`src/shared/wis_params.svh`:
```
// offsets, reset values and timing figures of the weld initiation sequencer
`ifndef WIS_PARAMS_SVH
`define WIS_PARAMS_SVH

`define WIS_CLK_KHZ      200000
`define WIS_FAST_REC_MS  30
`define WIS_STD_REC_MS   200
`define WIS_LINE_HZ      60

`define WIS_A_MODE       8'h00
`define WIS_A_DCP        8'h04
`define WIS_A_PF_SET     8'h08
`define WIS_A_SQD        8'h0C
`define WIS_A_SQZ        8'h10
`define WIS_A_WELD       8'h14
`define WIS_A_HOLD       8'h18
`define WIS_A_OFF        8'h1C
`define WIS_A_BLK        8'h20
`define WIS_A_CYC        8'h24
`define WIS_A_PO         8'h28
`define WIS_A_TR         8'h2C
`define WIS_A_CC         8'h30
`define WIS_A_STATUS     8'h34
`define WIS_A_PF_READ    8'h38
`define WIS_A_SEC        8'h3C

`define WIS_M_NONBEAT    8'h00
`define WIS_M_SQZ        8'h01
`define WIS_M_SQZ_WELD   8'h02
`define WIS_M_FAST       8'h03
`define WIS_M_INHIBIT    8'h04
`define WIS_M_CYC5       8'h05
`define WIS_M_STEPPER    8'h06

`define WIS_CYC_SINGLE   8'h00
`define WIS_CYC_REPEAT   8'h01
`define WIS_CYC_03       8'h03
`define WIS_CYC_05       8'h05
`define WIS_PO_BLOCK     8'h01
`define WIS_CC_PRIM_LO   8'h10
`define WIS_CC_PRIM_HI   8'h19

`define WIS_RST_DCP      1'b1
`define WIS_RST_PF       8'h00
`define WIS_RST_TR       8'h0A

`endif

```
`src/shared/wis_pkg.sv`:
```
// types of the weld initiation sequencer
package wis_pkg;
	typedef enum logic [2:0] {
		WIS_RECOVER, WIS_IDLE, WIS_SQD, WIS_SQZ,
		WIS_WELD, WIS_HOLD, WIS_BLK, WIS_OFF
	} wis_state_t;

	typedef struct packed {
		wis_state_t  st;
		logic [31:0] rec;
		logic [7:0]  cnt;
		logic [7:0]  mode;
		logic        dcp;
		logic [7:0]  pf_set;
		logic [7:0]  sqd;
		logic [7:0]  sqz;
		logic [7:0]  weld;
		logic [7:0]  hold;
		logic [7:0]  off;
		logic [7:0]  blk;
		logic [7:0]  cyc;
		logic [7:0]  po;
		logic [7:0]  tr;
		logic [7:0]  cc;
		logic [7:0]  pf_last;
		logic [23:0] sec;
		logic        ack;
		logic [31:0] rdata;
		logic        v3;
		logic        step;
		logic        es_q;
		logic        init_q;
		logic        err;
		logic        chk_ok;
	} wis_st_t;
endpackage

```
`src/logic/wis_sequencer.sv`:
```
// weld initiation sequencer with its Avalon-MM register file
//
// Our own choices: the Avalon-MM register port and the register addresses.
`timescale 1ns/1ps
`default_nettype none
`include "wis_params.svh"

// Summary of operation
// - mode 02: pilot open in weld -> hold
// - mode 02: closed pilot runs full schedule
// - mode 02 includes squeeze-time pilot abort
// - mode 03: fast recovery, 30 to 60 ms
// - mode 03: check schedule only at initiation
// - modes 00-02, 04, 05: about 200 ms recovery
// - mode 03 initiates like non-beat mode
// - mode 04: inhibit input open ends weld
// - mode 05 unlocks cycle mode 05
// - mode 06: stop-pair closure resets stepper
// - firing delay enable, default on
// - firing delay only in manual power factor
// - power factor 00 automatic, else manual value
// - automatic readout shows last weld's factor
// - pre-squeeze only before first squeeze
// - pre-squeeze counted in line cycles
// - display dimmed during pre-squeeze
// - valve 3 on after blocking, until initiation
// - opening stop pair clears blocking output, except in mode 06
// - off shortened by blocking, or dropped
// - blocking overlap only cycle modes 00, 03
// - secondary = primary times turns ratio
// - mode 00: only stop halts a sequence
// - mode 01: pilot abort in pre-squeeze and squeeze only
module wis_sequencer import wis_pkg::*; #(
	parameter int unsigned FAST_REC_CYC = `WIS_FAST_REC_MS * `WIS_CLK_KHZ,
	parameter int unsigned STD_REC_CYC  = `WIS_STD_REC_MS * `WIS_CLK_KHZ
) (
	input  wire logic        clk,
	input  wire logic        rstn,
	input  wire logic [7:0]  address,
	input  wire logic        read,
	input  wire logic        write,
	input  wire logic [31:0] writedata,
	output logic [31:0]      readdata,
	output logic             waitrequest,
	input  wire logic        line_tick,
	input  wire logic        initiate,
	input  wire logic        estop_terminal,
	input  wire logic        weld_inhibit_input,
	input  wire logic [7:0]  pf_meas,
	input  wire logic [15:0] prim_current,
	output logic             valves_on,
	output logic             weld_fire,
	output logic             valve3,
	output logic             fire_delay_87,
	output logic             pf_manual,
	output logic             display_dim,
	output logic             ready,
	output logic             stepper_reset,
	output logic [23:0]      sec_current
);
	wis_st_t s_r;
	wis_st_t s_nxt;

	function automatic logic [31:0] rd_mux(input wis_st_t s,
		input logic [7:0] a);
		logic [7:0] pf;
		pf = (s.pf_set != 8'h00) ? s.pf_set : s.pf_last;
		if (a == `WIS_A_MODE) rd_mux = {24'h00_0000, s.mode};
		else if (a == `WIS_A_DCP) rd_mux = {31'h0000_0000, s.dcp};
		else if (a == `WIS_A_PF_SET) rd_mux = {24'h00_0000, s.pf_set};
		else if (a == `WIS_A_SQD) rd_mux = {24'h00_0000, s.sqd};
		else if (a == `WIS_A_SQZ) rd_mux = {24'h00_0000, s.sqz};
		else if (a == `WIS_A_WELD) rd_mux = {24'h00_0000, s.weld};
		else if (a == `WIS_A_HOLD) rd_mux = {24'h00_0000, s.hold};
		else if (a == `WIS_A_OFF) rd_mux = {24'h00_0000, s.off};
		else if (a == `WIS_A_BLK) rd_mux = {24'h00_0000, s.blk};
		else if (a == `WIS_A_CYC) rd_mux = {24'h00_0000, s.cyc};
		else if (a == `WIS_A_PO) rd_mux = {24'h00_0000, s.po};
		else if (a == `WIS_A_TR) rd_mux = {24'h00_0000, s.tr};
		else if (a == `WIS_A_CC) rd_mux = {24'h00_0000, s.cc};
		else if (a == `WIS_A_STATUS)
			rd_mux = {26'h000_0000, s.chk_ok, s.err, s.st == WIS_RECOVER,
				s.st};
		else if (a == `WIS_A_PF_READ) rd_mux = {24'h00_0000, pf};
		else if (a == `WIS_A_SEC) rd_mux = {8'h00, s.sec};
		else rd_mux = 32'h0000_0000;
	endfunction

	// a schedule with no weld time is treated as corrupt
	function automatic logic sched_ok(input wis_st_t s);
		sched_ok = (s.weld != 8'h00);
	endfunction

	logic stop_open;
	logic step_mode;
	logic pilot_abort;
	logic [31:0] rec_load;

	always_comb begin
		step_mode = (s_r.mode == `WIS_M_STEPPER);
		stop_open = ~estop_terminal & ~step_mode;
		// modes 00, 03, 05 never let the pilot abort
		pilot_abort = ~initiate & ((s_r.mode == `WIS_M_SQZ) |
			(s_r.mode == `WIS_M_SQZ_WELD));
		rec_load = (s_r.mode == `WIS_M_FAST) ? FAST_REC_CYC
			: STD_REC_CYC;
	end

	always_comb begin
		s_nxt = s_r;
		s_nxt.step = 1'b0;
		s_nxt.ack = 1'b0;
		s_nxt.es_q = estop_terminal;
		s_nxt.init_q = initiate;

		// bus: one wait state, data captured as waitrequest drops
		if ((read | write) & ~s_r.ack) begin
			s_nxt.ack = 1'b1;
			s_nxt.rdata = rd_mux(s_r, address);
		end
		if (s_r.ack & write) begin
			if (address == `WIS_A_MODE) s_nxt.mode = writedata[7:0];
			else if (address == `WIS_A_DCP) s_nxt.dcp = writedata[0];
			else if (address == `WIS_A_PF_SET)
				s_nxt.pf_set = writedata[7:0];
			else if (address == `WIS_A_SQD) s_nxt.sqd = writedata[7:0];
			else if (address == `WIS_A_SQZ) s_nxt.sqz = writedata[7:0];
			else if (address == `WIS_A_WELD) s_nxt.weld = writedata[7:0];
			else if (address == `WIS_A_HOLD) s_nxt.hold = writedata[7:0];
			else if (address == `WIS_A_OFF) s_nxt.off = writedata[7:0];
			else if (address == `WIS_A_BLK) s_nxt.blk = writedata[7:0];
			else if (address == `WIS_A_CYC) begin
				if (writedata[7:0] != `WIS_CYC_05 ||
					s_r.mode == `WIS_M_CYC5) begin
					s_nxt.cyc = writedata[7:0];
				end
			end
			else if (address == `WIS_A_PO) s_nxt.po = writedata[7:0];
			else if (address == `WIS_A_TR) s_nxt.tr = writedata[7:0];
			else if (address == `WIS_A_CC) s_nxt.cc = writedata[7:0];
		end

		// primary modes scale the measured current
		if (s_r.cc >= `WIS_CC_PRIM_LO && s_r.cc <= `WIS_CC_PRIM_HI)
			s_nxt.sec = 24'(prim_current) * 24'(s_r.tr);
		else
			s_nxt.sec = 24'h00_0000;

		if (step_mode & estop_terminal & ~s_r.es_q)
			s_nxt.step = 1'b1;

		// phase timers advance only on line cycles
		if (line_tick && s_r.cnt != 8'h00)
			s_nxt.cnt = s_r.cnt - 8'h01;

		case (s_r.st)
			WIS_RECOVER: begin
				if (s_r.rec == 32'h0000_0000) begin
					// fast mode skips the redundant check
					s_nxt.chk_ok = (s_r.mode == `WIS_M_FAST) |
						sched_ok(s_r);
					s_nxt.st = WIS_IDLE;
				end else begin
					s_nxt.rec = s_r.rec - 32'h0000_0001;
				end
			end
			WIS_IDLE: begin
				if (initiate & ~s_r.init_q) begin
					// checked at every initiation, even in fast mode
					if (sched_ok(s_r)) begin
						s_nxt.v3 = 1'b0;
						s_nxt.err = 1'b0;
						s_nxt.st = WIS_SQD;
						s_nxt.cnt = s_r.sqd;
					end else begin
						s_nxt.err = 1'b1;
					end
				end
			end
			WIS_SQD: begin
				if (pilot_abort) begin
					s_nxt.st = WIS_IDLE;
				end else if (s_r.cnt == 8'h00) begin
					s_nxt.st = WIS_SQZ;
					s_nxt.cnt = s_r.sqz;
				end
			end
			WIS_SQZ: begin
				if (pilot_abort) begin
					s_nxt.st = WIS_IDLE;
				end else if (s_r.cnt == 8'h00) begin
					s_nxt.st = WIS_WELD;
					s_nxt.cnt = s_r.weld;
				end
			end
			WIS_WELD: begin
				if ((s_r.cnt == 8'h00) ||
					(s_r.mode == `WIS_M_SQZ_WELD && !initiate) ||
					(s_r.mode == `WIS_M_INHIBIT &&
					!weld_inhibit_input)) begin
					s_nxt.st = WIS_HOLD;
					s_nxt.cnt = s_r.hold;
					if (s_r.pf_set == 8'h00)
						s_nxt.pf_last = pf_meas;
				end
			end
			WIS_HOLD: begin
				if (s_r.cnt == 8'h00) begin
					if ((s_r.cyc == `WIS_CYC_SINGLE ||
						s_r.cyc == `WIS_CYC_03) &&
						s_r.blk != 8'h00) begin
						s_nxt.st = WIS_BLK;
						s_nxt.cnt = s_r.blk;
					end else begin
						s_nxt.st = WIS_OFF;
						s_nxt.cnt = s_r.off;
					end
				end
			end
			WIS_BLK: begin
				if (s_r.cnt == 8'h00) begin
					if (s_r.po == `WIS_PO_BLOCK)
						s_nxt.v3 = 1'b1;
					// blocking overlaps off time
					if (s_r.off > s_r.blk) begin
						s_nxt.st = WIS_OFF;
						s_nxt.cnt = s_r.off - s_r.blk;
					end else begin
						s_nxt.st = WIS_IDLE;
					end
				end
			end
			WIS_OFF: begin
				if (s_r.cnt == 8'h00) begin
					// repeat skips the pre-squeeze
					if (s_r.cyc == `WIS_CYC_REPEAT && initiate) begin
						s_nxt.st = WIS_SQZ;
						s_nxt.cnt = s_r.sqz;
					end else begin
						s_nxt.st = WIS_IDLE;
					end
				end
			end
			default: s_nxt.st = WIS_RECOVER;
		endcase

		// stop pair open outside mode 06 aborts anything and holds recovery
		if (stop_open) begin
			s_nxt.st = WIS_RECOVER;
			s_nxt.rec = rec_load;
			s_nxt.v3 = 1'b0;
		end
	end

	always_ff @(posedge clk or negedge rstn) begin
		if (!rstn) begin
			s_r <= '0;
			s_r.st <= WIS_RECOVER;
			s_r.rec <= 32'h0000_0000;
			s_r.dcp <= `WIS_RST_DCP;
			s_r.pf_set <= `WIS_RST_PF;
			s_r.tr <= `WIS_RST_TR;
			// stop pair idles closed, so no false closure after reset
			s_r.es_q <= 1'b1;
		end else begin
			s_r <= s_nxt;
		end
	end

	assign waitrequest = (read | write) & ~s_r.ack;
	assign readdata = s_r.rdata;
	assign valves_on = (s_r.st == WIS_SQD) | (s_r.st == WIS_SQZ) |
		(s_r.st == WIS_WELD) | (s_r.st == WIS_HOLD);
	assign weld_fire = (s_r.st == WIS_WELD);
	assign valve3 = s_r.v3;
	assign pf_manual = (s_r.pf_set != 8'h00);
	assign fire_delay_87 = s_r.dcp & pf_manual;
	assign display_dim = (s_r.st == WIS_SQD);
	assign ready = (s_r.st != WIS_RECOVER);
	assign stepper_reset = s_r.step;
	assign sec_current = s_r.sec;
endmodule
`default_nettype wire

```
`config.mk`:
```
export PLATFORM = sky130hd
export DESIGN_NAME = wis_sequencer
export DESIGN_NICKNAME = d
export VERILOG_FILES = /design/src/shared/wis_pkg.sv /design/src/logic/wis_sequencer.sv
export VERILOG_INCLUDE_DIRS = /design/src /design/src/shared
export SDC_FILE = /design/constraint.sdc
export NUM_CORES = 1
export LEC_CHECK = 0
export ABC_CLOCK_PERIOD_IN_PS = 7600
export BUFFER_PORTS_ARGS = -buffer_cell sky130_fd_sc_hd__buf_2
export CORE_AREA = 2 2 232 234
export DETAILED_ROUTE_END_ITERATION = 8
export DIE_AREA = 0 0 234 236
export GPL_ROUTABILITY_DRIVEN = 1
export PLACE_DENSITY = 0.52
export SKIP_LAST_GASP = 1
export SLEW_MARGIN = 15
export SYNTH_ARGS = -nofsm -noshare
export SYNTH_HDL_FRONTEND = slang
export SYNTH_SLANG_ARGS = --single-unit
```
`constraint.sdc`:
```
create_clock -name clk -period 7.6 [get_ports clk]
set_clock_uncertainty 0.05 [all_clocks]
set_input_delay 0.76 -clock clk [delete_from_list [all_inputs] [get_ports clk]]
set_output_delay 0.76 -clock clk [all_outputs]
set_load 0.01 [all_outputs]
```
---- Word-level counts from Yosys, hierarchy flattened ----
Cells that the tools add are included.
cells by class
  add/sub/neg operators ................... 3
  multipliers ............................. 1
  order comparisons ....................... 3
  eq/ne operators ......................... 43
  muxes and demuxes ....................... 61
  bitwise operators ....................... 32
  reduce and logical (&&, ||, !) cells .... 44
operators with widths
  cell                                                                    number
  24-bit two-way mux                                                      17
  8-bit two-way mux                                                       15
  8-bit by 6-bit equality test with 1-bit output (second input constant)  8
  32-bit two-way mux                                                      2
  8-bit one-hot mux with 7 select lines                                   1
  3-bit two-way mux                                                       12
  35-bit two-way mux                                                      1
  33-bit two-way mux                                                      1
  8-bit by 3-bit equality test with 1-bit output (second input constant)  4
  8-bit by 5-bit equality test with 1-bit output (second input constant)  4
  32-bit logical NOT                                                      1
  8-bit logical NOT                                                       4
  8-bit nonzero test                                                      4
  32-bit by 1-bit subtractor with 32-bit output (second input constant)   1
  26-bit two-way mux                                                      1
  8-bit by 1-bit equality test with 1-bit output (second input constant)  3
  8-bit by 2-bit equality test with 1-bit output (second input constant)  3
  16-bit by 8-bit multiplier with 24-bit output                           1
  3-bit one-hot mux with 8 select lines                                   1
  12-bit AND reduction                                                    2
  3-bit inequality test (second input constant)                           6
  1-bit NOT                                                               18
  9-bit AND reduction                                                     2
  8-bit by 4-bit equality test with 1-bit output (second input constant)  2
  other kinds (35)                                                        73
storage, ports and cells
  register bits after elaboration ......... 211
  input port bits ......................... 72
  output and inout bits ................... 65
  word-level logic and storage cells ...... 213

---- Depth between registers and ports, before layout ----
Gate-level depths: netlist (run 1).
  word-level depth ........................ 18
  gate-level depth with buffers ........... 18
  depth with buffers taken out ............ 17

---- Worst setup path after synthesis (run 1) ----
OpenSTA, ideal clock, no wires.
  path kind ............................... input port to flip-flop
  start point ............................. input prim_current[10]
  end point ............................... register s_r (netlist bit sec_current[23])
  setup time .............................. 0.131 ns
  arrival time ............................ 5.168 ns
  required time ........................... 7.419 ns
  path slack .............................. 2.251 ns
  cell stages on the path ................. 15
  path buffers ............................ 0
  cells stage by stage .................... and2_1 > fa_1 > fa_1 > fa_1 > inv_1 > fa_1 > inv_1 > ha_1 > a211oi_1 > or3b_2 > a41oi_1 > o31ai_1 > o31ai_1 > nor2_1 > or3_1
RTL lines
  element               RTL line              source
  start, declared       wis_sequencer.sv:50   input wire logic [15:0] prim_current,
  end signal, assigned  wis_sequencer.sv:266  s_r <= s_nxt;
  end, declared         wis_sequencer.sv:61   wis_st_t s_r;

==> results of run 1 <==
[power by group through the flow]
stage | combinational, W | clock [W] | sequential (W)
floorplan | 0.000391 | 0 | 0.00119
global placement | 0.000516 | 0 | 0.00122
detailed placement | 0.000523 | 0 | 0.00122
CTS | 0.000526 | 0.00119 | 0.00120
global route | 0.000579 | 0.00123 | 0.00121
finish | 0.000525 | 0.00116 | 0.00120
[critical path, stage by stage (launching register included)]
cell      delay [ns]
dfrtp_1         0.91
and2_1          0.25
fa_1            0.44
fa_1            0.47
fa_1            0.49
inv_1           0.05
fa_1            0.47
inv_1           0.04
ha_1            0.33
a211oi_1        0.32
or3b_2          0.49
a41oi_1         0.41
o31ai_1         0.21
o31ai_1         0.37
nor2_1          0.09
or3_1           0.37
[cell type report]
class | instances | area share [%]
clock buffer | 36 | 4.14
clock inverter | 7 | 0.362
inverter | 133 | 2.89
multi-input combinational | 1151 | 54.3
sequential | 203 | 29.4
tap | 696 | 5.03
timing repair buffer | 122 | 3.85
[per-stage QoR]
stage / instances / power, W / instance area, um2
2_1_floorplan: 1603 / 0.00158 / 15700
3_3_place_gp: 2305 / 0.00173 / 16500
3_5_place_dp: 2305 / 0.00174 / 16500
4_1_cts: 2348 / 0.00291 / 17300
5_1_grt: 2348 / 0.00302 / 17300
6_report: 2348 / 0.00289 / 17300
[state kept, by name, indices dropped and copies added (netlist names)]
signal / flops
s_r: 153
readdata: 24
sec_current: 24
stepper_reset: 1
valve3: 1
[worst paths after layout]
kind	from	end	slack (ns)
setup / recovery	s_r[86]	sec_current[23]	1.72
hold / removal	rstn	s_r[168]	0.19
setup reg to reg	s_r[86]	sec_current[23]	1.72
hold reg to reg	readdata[1]	readdata[1]	0.43
max in group asynchronous	rstn	sec_current[17]	5.72
min in group clk	estop_terminal	s_r[3]	0.29
[Yosys cell counts (all sizes together) (13+ instances only)]
library cell  count
fa               85
or4              18
nand2            94
o21ai            35
a21o             17
a22o             19
nor3             34
mux2            113
nor4             21
mux2i            14
o22ai            14
inv             132
a31oi            13
a211oi           15
xor2             28
nand3            24
and2            116
and3             15
a21oi            78
xnor2            26
clkbuf           47
ha               58
nor2            111
buf              69
nor2b            14
dfrtp           199
[cells in the final DEF, fill, tap and decap left out, types with 9 or more instances in the layout]
cell / netlist / routed
nand3_1: 24 / 24
nor2_1: 111 / 111
a22oi_1: 11 / 11
nand2_1: 94 / 94
o211ai_1: 10 / 10
ha_1: 58 / 58
inv_1: 132 / 132
a21o_1: 16 / 16
and3_1: 15 / 15
nand4_1: 9 / 9
dfrtp_1: 199 / 199
o21ai_0: 34 / 34
fa_1: 85 / 85
o22ai_1: 14 / 14
mux2_2: 112 / 112
or3_1: 10 / 10
buf_4: 57 / 18
a22o_1: 19 / 19
or4_1: 12 / 12
xor2_1: 28 / 28
a21oi_1: 77 / 77
a31oi_1: 13 / 13
nor2b_1: 14 / 14
buf_2: 3 / 103
a211oi_1: 14 / 14
clkbuf_16: 0 / 25
mux2i_1: 14 / 14
nor4_1: 16 / 16
xnor2_1: 26 / 26
a221oi_1: 11 / 11
and2_1: 115 / 115
nor3_1: 31 / 30
[kinds of logic after synthesis]
logic type               Yosys count
AND/OR/NAND/NOR                  515
buffers and inverters            249
XOR/XNOR                          54
AO/OA/AOI/OAI                    304
flip-flops                       203
multiplexers                     127
adder cells (fa/ha/maj)          143
other                              1
[layer usage]
layer  global-route usage, %  up-vias  part of all wire, %
li1                        -     5621                    -
met1                    23.4     6413                   43
met2                    29.9      418                   49
met3                    2.90      102                  5.8
met4                    4.22       10                  2.6
met5                       0        -                 0.11
==> impl_metrics.toml, run 1 <==
[global_routing]
grt_pass1_vias = 12500
grt_use_total_pct = 17.7
grt_pass1_wl_mm = 75.7
antenna_found_initial = 7
globalRouteOverflowTotal = 0
grt_max_degree = 134

[synth]
syn_inst = 1596
yosys-top-cells-area = "dfrtp_1, fa_1, mux2_2, ha_1, and2_1"
synth-xor-area-share_pct = 3.02
syn_area_um2 = 15600
synthSimpleGateAreaFrac_pct = 18.2
synth_top_family_by_area = "simple AND/OR/NAND/NOR gates"
synthMuxAreaShare_pct = 9.03
ys_warn_count = 0
synth_top_area_share_pct = 31.8
ys_types = 95
ys.flop_type = "dfrtp_1"
synth-edff-count = 0
syn_area_per_cell_um2 = 9.80
synth_compound_area_share_pct = 14.0
seq_area_frac_synth_pct = 32.5
synth_fa_ha_area_share_pct = 15.5
ys_seq_elements = 203
synth_top_area_cell = "dfrtp_1"
async_flop_share_pct = 100

[layout]
nFillCells = 5455
multi_input_area_um2 = 9400
area.growth.synth_to_final_pct = 10.6
antennaDiodeCount = 0
utilization_pct = 32.6
drive_gt1_share_pct = 19.4
nNetsFinal = 1850
regArea_um2 = 5080

[power_and_ir_drop]
pwr-share-comb_pct = 18.2
intPower_w = 0.00201
p_switching_w = 0.000878
irDropWorstVdd_mv = 0.126
switching_share_pct = 30.4
p_leak_nw = 8.28
power.share.sequential_pct = 41.7
pwr-share-clk_pct = 40.1
p_per_area_nw_per_um2 = 167

[sta]
max_freq_mhz = 170
relSlewSlack_pct = 22.4
layout_setup_ws_ns = 1.72
hold_slack_ns = 0.191
hold_violations = 0
finalCriticalPeriod_ns = 5.88
min_period_over_period_pct = 77.4
tns_ns = 0
setup_viol = 0
slew_viol_final = 0
grt_setup_unrepaired = "no"
tightest_slew_ns = 1.16

[die]
die_w_um = 234
core_area_um2 = 53100
dieHeight_um = 236
pin_count = 137
rows = 85
initial_utilization_pct = 29.5
dieArea_um2 = 55200

[cts]
hold_buffers = 0
cts_tree = "built"
clk_pin_slew_ns = 0.07
cts.sinks = 203
insertion_delay_ns = 0.54
ctsLongestPathBuffers = 3
cts_max_level = 1
cts_buffers = 24
root_buffer = "clkbuf_16"
postCtsSetupBuffers = 0
post_cts_resized = 0

[min_path]
worst_hold_path_type = "in2async"

[placement]
gp_congestion = 0.919
pre_cts_ws_ns = 1.66
dpl.hpwl_mm = 36.9
port-buffer-count = 104

[critical_path]
required_ns = 7.95
r2r_cells = 15
crit_path_end_kind = "flop"
cp.arrival_ns = 6.23
critPathLaunchType = "flop"
crit_type = "reg2reg"
cp_max_fo = 18

[route]
drc = 0
first_pass_iters = 6
ant_nets = 0
wl_per_cell_um = 21.0
vias = 12600
viasPerCell = 5.35
finalWirelength_mm = 49.3
drt-initial-drc-count = 1045

[job]
max-cap-violations = 0

[run_status]
status = "finished, final reports clean"
Power figures use the tool's default switching activity.
==> inputs of run 2 (changes only) <==
Settings changed: ABC_AREA set to 1, ABC_CLOCK_PERIOD_IN_PS 7600 to 6000.
Clock period 7.6 ns to 6 ns, I/O delays scaled along.
==> run 2 against run 1 <==
Compared with the run above:
- sequential power rose by 31%
- synthesized cell count grew 33%
- highest routed layer is now met4
- routed wire length down 0.59%
- core utilization grew 0.12 points
- maximum frequency rose by 13%
- die area did not move
- register-to-register slack lost 0.93 ns
- count of clock-buffer cells in the layout shrank 4
- sequential share of layout area shrank 0.11 points
- hold slack worse by 0.050 ns
==> impl_metrics.toml, run 2 <==
[critical_path]
crit_slowest_cell = "dfrtp_1"
critPathLaunchType = "flop"
crit_path_end_kind = "flop"
crit_type = "reg2reg"
crit_chain = "nand2_1 -> fa_1 -> fa_1 -> inv_1 -> fa_1 -> inv_1 -> fa_1 -> inv_1 -> ha_1 -> nand2_1 -> o21ai_0 -> a21oi_1 -> o21ai_0 -> a21oi_1 -> inv_1 -> a21oi_1 -> o21ai_0 -> nand2_1 -> nand2_1 -> nor2_1"
slowest_delay_ns = 0.69
cp_max_fo = 13
cp.arrival_ns = 5.58
required_ns = 6.37

[synth]
yosys-top-cells-area = "dfrtp_1, nand2_1, fa_1, inv_1, o21ai_0"
seq_area_frac_synth_pct = 32.3
ys.flop_type = "dfrtp_1"
ys_types = 63
synth-edff-count = 0
synth_compound_area_share_pct = 12.8
syn_inst = 2121
ys_seq_elements = 203
synth_top_family_by_area = "simple AND/OR/NAND/NOR gates"
synth.most_common_cell = "nand2_1"
synth-xor-area-share_pct = 1.55
synthSimpleGateAreaFrac_pct = 23.5
synth_fa_ha_area_share_pct = 15.4
synthMuxAreaShare_pct = 0.573
synth_top_area_share_pct = 31.7
ys_warn_count = 0
syn_area_per_cell_um2 = 7.42
synth_top_area_cell = "dfrtp_1"
async_flop_share_pct = 100
syn_area_um2 = 15700
ys_top_cells_by_count = "nand2_1, inv_1, dfrtp_1"

[route]
viasPerCell = 4.76
drt-initial-drc-count = 938
drc = 0
first_pass_iters = 5
finalWirelength_mm = 49.0
wl_per_cell_um = 17.2
ant_nets = 0
vias = 13600

[layout]
layout.cells.non_filler = 2852
layout_commonest_cell = "nand2_1"
area.growth.synth_to_final_pct = 10.4
nNetsFinal = 2354
largest_reg_flops = 153
mostFrequentLayoutCells = "nand2_1, inv_1, dfrtp_1, o21ai_0, nor2_1"
max_flop_register = "s_r"
antennaDiodeCount = 0
drive_gt1_share_pct = 10.3

[power_and_ir_drop]
intPower_w = 0.00273
switching_share_pct = 33.6
pwr-share-comb_pct = 23.3
power_w = 0.00411
p_switching_w = 0.00138
p_per_area_nw_per_um2 = 237
irDropWorstVdd_mv = 0.206
p_leak_nw = 9.31
power.share.sequential_pct = 38.2
pwr-share-clk_pct = 38.5

[cts]
ctsLongestPathBuffers = 3
insertion_delay_ns = 0.55
clk_pin_slew_ns = 0.06
cts.sinks = 203
post_cts_resized = 0
root_buffer = "clkbuf_16"
cts_buffers = 24
cts_tree = "built"
postCtsSetupBuffers = 0
hold_buffers = 1
cts_max_level = 1

[job]
max-cap-violations = 0

[sta]
relSlewSlack_pct = 26.1
setup_viol = 0
finalCriticalPeriod_ns = 5.21
tightest_slew_ns = 1.10
max_freq_mhz = 192
tns_ns = 0
hold_violations = 0
min_period_over_period_pct = 86.9
layout_setup_ws_ns = 0.788
grt_setup_unrepaired = "no"
slew_viol_final = 0

[min_path]
worst_hold_path_type = "in2reg"

[placement]
dpl.hpwl_mm = 37.4
port-buffer-count = 104
dp.cells = 2808
gp_congestion = 0.943
pre_cts_ws_ns = 0.849

[die]
die_w_um = 234
dieArea_um2 = 55200
pin_count = 137
dieHeight_um = 236
core_area_um2 = 53100
initial_utilization_pct = 29.6
rows = 85

[global_routing]
grt_pass1_wl_mm = 77.4
grt_max_degree = 155
grt_pass1_vias = 13600
antenna_found_initial = 0
grt_use_total_pct = 18.0
globalRouteOverflowTotal = 0

[run_status]
status = "finished, final reports clean"
[run 2: cell count changes in the layout (fill, tap and decap cells not counted), moves of 39 or more]
cell and delta:
nand2_1 +435, inv_1 +237, o21ai_0 +151, and2_1 -114, mux2_2 -104, nand3_1 +47, a21oi_1 +40, nor2_1 +39
[run 2: kinds of logic (layout without fill, tap and decap cells)]
| family | after synthesis | count (layout) |
|---|---|---|
| and+or+nand+nor | 857 | 857 |
| muxes | 8 | 8 |
| AOI/OAI and AO/OA | 370 | 370 |
| xor gates and xnor gates | 27 | 27 |
| DFF | 203 | 203 |
| buffers and inverters | 512 | 540 |
| other | 1 | 8 |
| adders and majority gates | 143 | 143 |
[run 2: layer usage]
| layer | vias to the layer above | part of all wire [%] | track usage (%) |
|---|---|---|---|
| li1 | 6646 | - | - |
| met1 | 6531 | 45 | 24.6 |
| met2 | 325 | 47 | 29.9 |
| met3 | 71 | 4.9 | 1.89 |
| met4 | 0 | 2.7 | 5.24 |
| met5 | - | 0 | 0 |
[run 2: area by class of cell]
type	count	area (um2)
Tap cell	696	871
Clock buffer	32	682
Inverter	382	1440
Clock inverter	11	158
Multi-Input combinational cell	1413	8500
Fill cell	5688	35700
Sequential cell	203	5080
Timing Repair Buffer	115	627
[run 2: metrics by stage]
stage	utilization, %	hold WS (ns)	instance area (um2)
global placement	31.1	0.412	16500
global route	32.7	0.124	17400
finish	32.7	0.141	17400
CTS	32.7	0.112	17400
detailed placement	31.1	0.415	16500
floorplan	-	0.254	15800
[run 2: power by group through the flow]
stage	registers [W]	logic, W	clock network, W
detailed placement	0.00159	0.000964	0
CTS	0.00157	0.000968	0.00162
finish	0.00157	0.000959	0.00158
floorplan	0.00155	0.000706	0
global route	0.00158	0.00109	0.00167
global placement	0.00159	0.000956	0
[run 2: final timing paths]
check	start	to	slack (ns)	cells after the start
hold / removal	estop_terminal	s_r[3]	0.14	1
setup / recovery	s_r[81]	sec_current[19]	0.79	20
min in group asynchronous	rstn	s_r[173]	0.52	2
hold reg to reg	readdata[9]	readdata[9]	0.42	2
max in group asynchronous	rstn	sec_current[20]	4.13	3
setup reg to reg	s_r[81]	sec_current[19]	0.79	20
[run 2: critical path, delay by kind of cell, from the launching register on]
kind	cells	cell delay (ns)
AO/OA/AOI/OAI	6	1.29
adder cells (fa/ha/maj)	5	2.38
buffers and inverters	4	0.25
flip-flops	1	0.69
AND/OR/NAND/NOR	5	0.43
